==> src/core/flash_cmd_pkg.sv <==
// What this block does
// sequence violation sets access error bit 4 and drops the offending command
// program or erase before divider written sets access error and is refused
// stop entry while a command runs sets access error
// access error clears only on writing one; reads one after an error
// blank check end sets blank-verified bit 2 only if whole array erased
// blank-verified clears on a valid launch; direct writes do nothing
// after blank check with complete set, blank-verified reflects erased array
// six legal codes; blank check 05, byte program 20, burst program 25
// sector erase 40, mass erase 41, sector erase abort 47
// any other code is illegal, never runs, sets access error
// software needs blank check only for unlocking, not after mass erase
// writing one to buffer-empty launches; both flags clear until operation ends
package flash_cmd_pkg;
    localparam int ADDR_W = 3;
    localparam logic [2:0] OFF_DIVIDER = 3'h0;
    localparam logic [2:0] OFF_STATUS = 3'h1;
    localparam logic [2:0] OFF_COMMAND = 3'h2;
    localparam logic [2:0] OFF_IRQ_STATUS = 3'h3;
    localparam logic [2:0] OFF_IRQ_MASK = 3'h4;
    localparam int BIT_CBEF = 7;
    localparam int BIT_CCF = 6;
    localparam int BIT_ACCERR = 4;
    localparam int BIT_BLANK = 2;
    localparam int IRQ_DONE = 0;
    localparam int IRQ_ERR = 1;
    localparam logic [7:0] RST_DIVIDER = 8'h00;
    localparam logic [7:0] RST_COMMAND = 8'h00;
    localparam logic [1:0] RST_IRQ_MASK = 2'h0;
    localparam logic [7:0] CMD_BLANK_CHECK = 8'h05;
    localparam logic [7:0] CMD_BYTE_PROGRAM = 8'h20;
    localparam logic [7:0] CMD_BURST_PROGRAM = 8'h25;
    localparam logic [7:0] CMD_SECTOR_ERASE = 8'h40;
    localparam logic [7:0] CMD_MASS_ERASE = 8'h41;
    localparam logic [7:0] CMD_ERASE_ABORT = 8'h47;

    typedef enum logic [1:0] {
        ST_IDLE = 2'b00,
        ST_LOADED = 2'b01,
        ST_BUSY = 2'b10
    } seq_state_t;

    typedef struct packed {
        logic cbef;
        logic ccf;
        logic accerr;
        logic blank;
    } status_t;
endpackage : flash_cmd_pkg

==> src/core/flash_command_status_logic.sv <==
`timescale 1ns/10ps
`default_nettype none
module flash_command_status_logic (
    input wire logic core_clk,
    input wire logic rst_n,
    input wire logic [flash_cmd_pkg::ADDR_W-1:0] addr,
    input wire logic [7:0] wr_data,
    input wire logic wr_stb,
    input wire logic rd_stb,
    output logic [7:0] rd_data,
    input wire logic stop_entry,
    input wire logic op_done,
    input wire logic array_erased,
    output logic op_start,
    output logic [7:0] op_code,
    output logic op_abort,
    output logic irq
);
    logic rst_s1_q;
    logic rst_sync_n_q;
    always_ff @(posedge core_clk or negedge rst_n) begin
        if (!rst_n) begin
            rst_s1_q <= 1'b0;
            rst_sync_n_q <= 1'b0;
        end else begin
            rst_s1_q <= 1'b1;
            rst_sync_n_q <= rst_s1_q;
        end
    end

    flash_cmd_pkg::seq_state_t state_q;
    flash_cmd_pkg::status_t stat_q;
    logic [7:0] divider_q;
    logic div_written_q;
    logic [7:0] cmd_q;
    logic [7:0] run_code_q;
    logic [1:0] irq_stat_q;
    logic [1:0] irq_mask_q;
    logic [7:0] rd_data_q;
    logic op_start_q;
    logic op_abort_q;
    logic irq_q;

    logic wr_div;
    logic wr_stat;
    logic wr_cmd;
    logic launch;
    logic legal;
    logic needs_div;
    logic launch_ok;
    logic abort_ok;
    logic seq_err;
    logic err_set;
    logic done_evt;
    logic wr_irq_stat;
    logic wr_irq_mask;
    wire logic [1:0] irq_stat_d;

    assign wr_div = wr_stb && (addr == flash_cmd_pkg::OFF_DIVIDER);
    assign wr_stat = wr_stb && (addr == flash_cmd_pkg::OFF_STATUS);
    assign wr_cmd = wr_stb && (addr == flash_cmd_pkg::OFF_COMMAND);
    assign launch = wr_stat && wr_data[flash_cmd_pkg::BIT_CBEF];
    assign wr_irq_stat = wr_stb && (addr == flash_cmd_pkg::OFF_IRQ_STATUS);
    assign wr_irq_mask = wr_stb && (addr == flash_cmd_pkg::OFF_IRQ_MASK);

    always_comb begin
        case (cmd_q)
            flash_cmd_pkg::CMD_BLANK_CHECK,
            flash_cmd_pkg::CMD_BYTE_PROGRAM,
            flash_cmd_pkg::CMD_BURST_PROGRAM,
            flash_cmd_pkg::CMD_SECTOR_ERASE,
            flash_cmd_pkg::CMD_MASS_ERASE,
            flash_cmd_pkg::CMD_ERASE_ABORT: legal = 1'b1;
            default: legal = 1'b0;
        endcase
    end

    // blank check only reads, so it runs without a divider setting
    assign needs_div = (cmd_q != flash_cmd_pkg::CMD_BLANK_CHECK);
    // abort alone is meaningful while a sector erase runs
    assign abort_ok = (state_q == flash_cmd_pkg::ST_BUSY) && wr_cmd
        && (wr_data == flash_cmd_pkg::CMD_ERASE_ABORT)
        && (run_code_q == flash_cmd_pkg::CMD_SECTOR_ERASE);
    assign launch_ok = launch && (state_q == flash_cmd_pkg::ST_LOADED) && legal
        && (cmd_q != flash_cmd_pkg::CMD_ERASE_ABORT)
        && !stat_q.accerr && (div_written_q || !needs_div);

    always_comb begin
        seq_err = 1'b0;
        case (state_q)
            flash_cmd_pkg::ST_IDLE: seq_err = launch; // launch with nothing loaded
            flash_cmd_pkg::ST_LOADED: seq_err = launch && !launch_ok;
            flash_cmd_pkg::ST_BUSY: seq_err = (wr_cmd && !abort_ok) || launch;
            default: seq_err = 1'b0;
        endcase
    end

    assign err_set = seq_err || (stop_entry && state_q == flash_cmd_pkg::ST_BUSY);
    assign done_evt = (state_q == flash_cmd_pkg::ST_BUSY) && op_done;

    always_ff @(posedge core_clk or negedge rst_sync_n_q) begin
        if (!rst_sync_n_q) begin
            state_q <= flash_cmd_pkg::ST_IDLE;
            cmd_q <= flash_cmd_pkg::RST_COMMAND;
            run_code_q <= flash_cmd_pkg::RST_COMMAND;
        end else begin
            case (state_q)
                flash_cmd_pkg::ST_IDLE: begin
                    if (wr_cmd && !stat_q.accerr) begin
                        cmd_q <= wr_data;
                        state_q <= flash_cmd_pkg::ST_LOADED;
                    end
                end
                flash_cmd_pkg::ST_LOADED: begin
                    if (wr_cmd) begin
                        cmd_q <= wr_data;
                    end else if (launch_ok) begin
                        run_code_q <= cmd_q;
                        state_q <= flash_cmd_pkg::ST_BUSY;
                    end else if (launch) begin
                        state_q <= flash_cmd_pkg::ST_IDLE; // offending command dropped
                    end
                end
                flash_cmd_pkg::ST_BUSY: begin
                    if (op_done) begin
                        state_q <= flash_cmd_pkg::ST_IDLE;
                    end
                end
                default: state_q <= flash_cmd_pkg::ST_IDLE;
            endcase
        end
    end

    always_ff @(posedge core_clk or negedge rst_sync_n_q) begin
        if (!rst_sync_n_q) begin
            stat_q.cbef <= 1'b1;
            stat_q.ccf <= 1'b1;
            stat_q.accerr <= 1'b0;
            stat_q.blank <= 1'b0;
        end else begin
            if (launch_ok) begin
                stat_q.cbef <= 1'b0;
                stat_q.ccf <= 1'b0;
                stat_q.blank <= 1'b0;
            end else if (done_evt) begin
                stat_q.cbef <= 1'b1;
                stat_q.ccf <= 1'b1;
                if (run_code_q == flash_cmd_pkg::CMD_BLANK_CHECK) begin
                    stat_q.blank <= array_erased;
                end
            end
            // set beats a same-cycle write-one clear
            if (err_set) begin
                stat_q.accerr <= 1'b1;
            end else if (wr_stat && wr_data[flash_cmd_pkg::BIT_ACCERR]) begin
                stat_q.accerr <= 1'b0;
            end
        end
    end

    always_ff @(posedge core_clk or negedge rst_sync_n_q) begin
        if (!rst_sync_n_q) begin
            divider_q <= flash_cmd_pkg::RST_DIVIDER;
            div_written_q <= 1'b0;
        end else if (wr_div) begin
            divider_q <= wr_data;
            div_written_q <= 1'b1;
        end
    end

    always_ff @(posedge core_clk or negedge rst_sync_n_q) begin
        if (!rst_sync_n_q) begin
            op_start_q <= 1'b0;
            op_abort_q <= 1'b0;
        end else begin
            op_start_q <= launch_ok;
            op_abort_q <= abort_ok || (stop_entry && state_q == flash_cmd_pkg::ST_BUSY);
        end
    end

    // set wins over a same-cycle write-one clear, so no event is lost
    for (genvar i = 0; i < 2; i++) begin : g_irq_bit
        assign irq_stat_d[i] = ((i == flash_cmd_pkg::IRQ_DONE) && done_evt)
            || ((i == flash_cmd_pkg::IRQ_ERR) && err_set)
            || (irq_stat_q[i] && !(wr_irq_stat && wr_data[i]));
    end

    always_ff @(posedge core_clk or negedge rst_sync_n_q) begin
        if (!rst_sync_n_q) begin
            irq_stat_q <= 2'h0;
            irq_mask_q <= flash_cmd_pkg::RST_IRQ_MASK;
            irq_q <= 1'b0;
        end else begin
            irq_stat_q <= irq_stat_d;
            if (wr_irq_mask) begin
                irq_mask_q <= wr_data[1:0];
            end
            // registered so the pin never glitches; costs one cycle of latency
            irq_q <= |(irq_stat_q & irq_mask_q);
        end
    end

    always_ff @(posedge core_clk or negedge rst_sync_n_q) begin
        if (!rst_sync_n_q) begin
            rd_data_q <= 8'h00;
        end else if (rd_stb) begin
            case (addr)
                flash_cmd_pkg::OFF_DIVIDER: rd_data_q <= divider_q;
                flash_cmd_pkg::OFF_STATUS: begin
                    rd_data_q <= 8'h00;
                    rd_data_q[flash_cmd_pkg::BIT_CBEF] <= stat_q.cbef;
                    rd_data_q[flash_cmd_pkg::BIT_CCF] <= stat_q.ccf;
                    rd_data_q[flash_cmd_pkg::BIT_ACCERR] <= stat_q.accerr;
                    rd_data_q[flash_cmd_pkg::BIT_BLANK] <= stat_q.blank;
                end
                flash_cmd_pkg::OFF_COMMAND: rd_data_q <= cmd_q;
                flash_cmd_pkg::OFF_IRQ_STATUS: rd_data_q <= {6'h00, irq_stat_q};
                flash_cmd_pkg::OFF_IRQ_MASK: rd_data_q <= {6'h00, irq_mask_q};
                default: rd_data_q <= 8'h00;
            endcase
        end else begin
            rd_data_q <= 8'h00;
        end
    end

    assign rd_data = rd_data_q;
    assign op_start = op_start_q;
    assign op_code = run_code_q;
    assign op_abort = op_abort_q;
    assign irq = irq_q;
endmodule : flash_command_status_logic
`default_nettype wire

==> config.mk <==
export PLATFORM = sky130hd
export DESIGN_NAME = flash_command_status_logic
export DESIGN_NICKNAME = d
export VERILOG_FILES = /design/src/core/flash_cmd_pkg.sv /design/src/core/flash_command_status_logic.sv
export SDC_FILE = /design/constraint.sdc
export NUM_CORES = 1
export LEC_CHECK = 0
export BUFFER_PORTS_ARGS = -buffer_cell sky130_fd_sc_hd__buf_2
export CAP_MARGIN = 20
export CORE_MARGIN = 8
export CORE_UTILIZATION = 30
export CTS_CLUSTER_DIAMETER = 60
export DETAILED_ROUTE_END_ITERATION = 8
export SLEW_MARGIN = 20
export SYNTH_ARGS = -nofsm -noshare
export SYNTH_HDL_FRONTEND = slang
export SYNTH_SLANG_ARGS = --single-unit
==> constraint.sdc <==
create_clock -name core_clk -period 1.3 [get_ports core_clk]
set_input_delay 0.13 -clock core_clk [delete_from_list [all_inputs] [get_ports core_clk]]
set_output_delay 0.13 -clock core_clk [all_outputs]
set_load 0.01 [all_outputs]
==> reports/results.tsv <==
stage	metric	value	unit
run_status	status	complete, but fails checks	
run_status	failing checks	setup timing	
critical_path	slowest CP cell	or4_1	
clocking	H-tree levels	2	
clocking	CTS tree	built	
sta	min cycle time layout	2.04	ns
synth	Post-synth top flop	dfrtp_1	
synth	Unique masters post-synth	39	
sta	Max Clock Freq	491	MHz
placement	hpwl dp	3890	um
synth	Syn Area/Cell	12.3	um2
grt	first-pass GRT wire length	8510	um
critical_path	CP max FO	6	
synth	synthesis-stage register bit count	47	
clocking	CTS clk-pin slew, worst paths	0.09	ns
grt	met1 usage	12.4	%
grt	largest net degree at the start of global routing	29	
die	Die H	98.7	um
critical_path	WP buf/inv	1	
critical_path	worst r2r path cells	5	
sta	Hold Fails Final Rpt	0	
critical_path	Worst setup EP type	register	
placement	Placed Instance Area	2650	um2
min_path	Hold Path Class	in2reg	
finish	register area	1180	um2
finish	design area	2890	um2
synth	synth top area cells	dfrtp_1 (56%), mux2_2 (13%), nor2_1 (2.6%)	
die	Ports	37	
critical_path	Worst path max stage delay	0.51	ns
sta	final hold slack	0.0255	ns
finish	Fill cells	645	
critical_path	slack of the worst reg-to-reg path	-0.74	ns
run	Max Cap Viol	0	
route	Starting DRT DRC Count	73	
route	WL/cell	15.1	um
critical_path	Cell Chain, Critical Path	or4_1 -> or3_4 -> nor4_4 -> buf_6 -> mux2_2	
route	via count	1618	
synth	post-synth top area share	56.1	%
sta	post-route clock period utilization	157	%
critical_path	CP startpoint	cmd_q[3]	
critical_path	critical path depth	5	
synth	Synth top cells by count	dfrtp_1 (46), mux2_2 (23), nor2_1 (14), a21oi_1 (9), nand2_1 (8)	
synth	Synth Warn #	0	
route	Pre-antenna DRT Iters	4	
finish	Non-Filler Instances	338	
sta	Final Max Tran Viols	0	
pwr	Pwr Density	1380	nW/um2
grt	met2 Use GR	19.4	%
synth	Post-Syn Area	2050	um2
synth	Mapped Nets	185	
grt	total grt overflow	0	
pwr	VDD IR max	0.609	mV
die	CORE AREA	6720	um2
route	Total Wirelength	5100	um
grt	met3 Usage GRT	2.96	%
grt	initial antenna violation count	0	
sta	unrepaired setup endpoints after global routing	true	
route	Via density	4.79	
sta	final setup margin	-0.738	ns
synth	most frequent cell after synthesis	dfrtp_1	
placement	quantity of I/O buffers inserted on ports	36	
sta	clk_skew	0.0116	ns
clocking	clk sinks	47	
critical_path	WS Path Type	reg2reg	
placement	placed cell count	321	
clocking	TritonCTS buffer count	5	
critical_path	crit path capture	op_code[0]	
finish	multi-input logic area	913	um2
synth	Post-synth ARST share	100	%
sta	total negative slack	-9.64	ns
route	DRC Markers	0	
sta	Setup violations, final	23	
critical_path	crit path launch type	register	
critical_path	Crit path max-delay family	simple AND/OR/NAND/NOR gates	
synth	cell taking the most area after synthesis	dfrtp_1	
finish	area delta synth->final	41.1	%
critical_path	worst path required time	1.50	ns
die	row count	30	
grt	GRT busiest layer	met2	
synth	number of synthesized flops with an enable pin	0	
clocking	CTS Buffer Depth	2	
critical_path	worst flop-to-flop path startpoint	cmd_q[3]	
die	Starting Density	30.5	%
pwr	PnR Total Power	3.99	mW
grt	Total GRT Usage	11.0	%
clocking	clock root cell	clkbuf_8	
die	die area	9740	um2
route	Post-DRT Antenna Nets	0	
critical_path	Critical Path AT	2.23	ns
finish	layout cells sized above 1	51.2	%
finish	NumNets Final	275	
placement	GPL Wtd Cong	0.811	
synth	sequential fraction of the synthesis area	57.4	%
synth	Syn Inst Count	167	
die	Die Wd	98.7	um
clocking	worst skew pair latency	0.30	ns
grt	number of global-route vias before repair	1768	
pwr	Pleak	1.42	nW
finish	antenna fix cells	0	
critical_path	RR Endpoint	op_code[0]	
## report_power, final
| part | internal, mW | switching (mW) |
|---|---|---|
| clock network | 0.385 | 0.493 |
| registers | 1.71 | 0.178 |
| logic | 0.761 | 0.464 |
| total | 2.86 | 1.14 |
## registers in the layout, indices dropped and copies added (netlist names)
signal,flops
rst_sync_n_q,1
op_abort,1
divider_q,8
cmd_q,8
irq,1
rd_data,8
irq_mask_q,2
div_written_q,1
rst_s1_q,1
irq_stat_q,2
state_q,2
op_code,8
stat_q,3
op_start,1
## how the worst min path moves through the flow
stage	end	start	slack, ns	depth (start not counted)
finish	state_q[1]	op_done	0.03	2
global route	state_q[1]	op_done	0.01	2
CTS	state_q[1]	op_done	0.01	2
detailed placement	rst_s1_q	rst_n	-0.08	1
global placement	rst_s1_q	rst_n	-0.08	1
floorplan	rst_s1_q	rst_n	-0.17	0
## through the flow
step                setup slack [ns]  util (%)
finish                        -0.738      43.1
global route                  -0.831      43.1
CTS                           -0.745      41.9
detailed placement            -0.784      39.4
global placement              -0.753      39.4
floorplan                     -0.790         -
## area by class of cell
| class | count | share of cell area (%) |
|---|---|---|
| clock buffer | 5 | 2.38 |
| clock inverter | 3 | 0.779 |
| inverter | 3 | 0.389 |
| multi-input combinational | 113 | 31.6 |
| sequential | 47 | 40.8 |
| tap | 80 | 3.46 |
| timing repair buffer | 87 | 20.6 |
## cell usage in the layout (no fill, tap or decap), types with 5 or more instances in the layout
master    count
nor2_1       13
mux2_4       10
buf_6         5
mux2i_1       5
dfrtp_1      44
a21oi_1       9
buf_2        36
clkbuf_8      5
buf_4        44
nor2b_1       5
nand2_1       8
mux2_2       14
## layer usage
metal,routed length [um],up-vias
met5,0,-
met4,62,0
met3,207,4
met2,2570,25
met1,2260,812
li1,-,777
## cell families (layout without fill, tap and decap cells)
group,Yosys count,in the layout,synth area share [%]
and+or+nand+nor,58,58,16.9
DFF,47,47,57.4
muxes,29,29,15.6
AOI/OAI and AO/OA,25,25,8.24
buffers and inverters,7,98,1.65
other,1,1,0.183
## timing repair
item                       4_1_cts  5_1_grt
setup endpoints to repair       24       24
gates resized for setup         13       10
hold buffers                     1        0
hold endpoints to repair         2        0
setup buffers                    2        6
pin swaps                        5        3
Power figures use the tool's default switching activity.
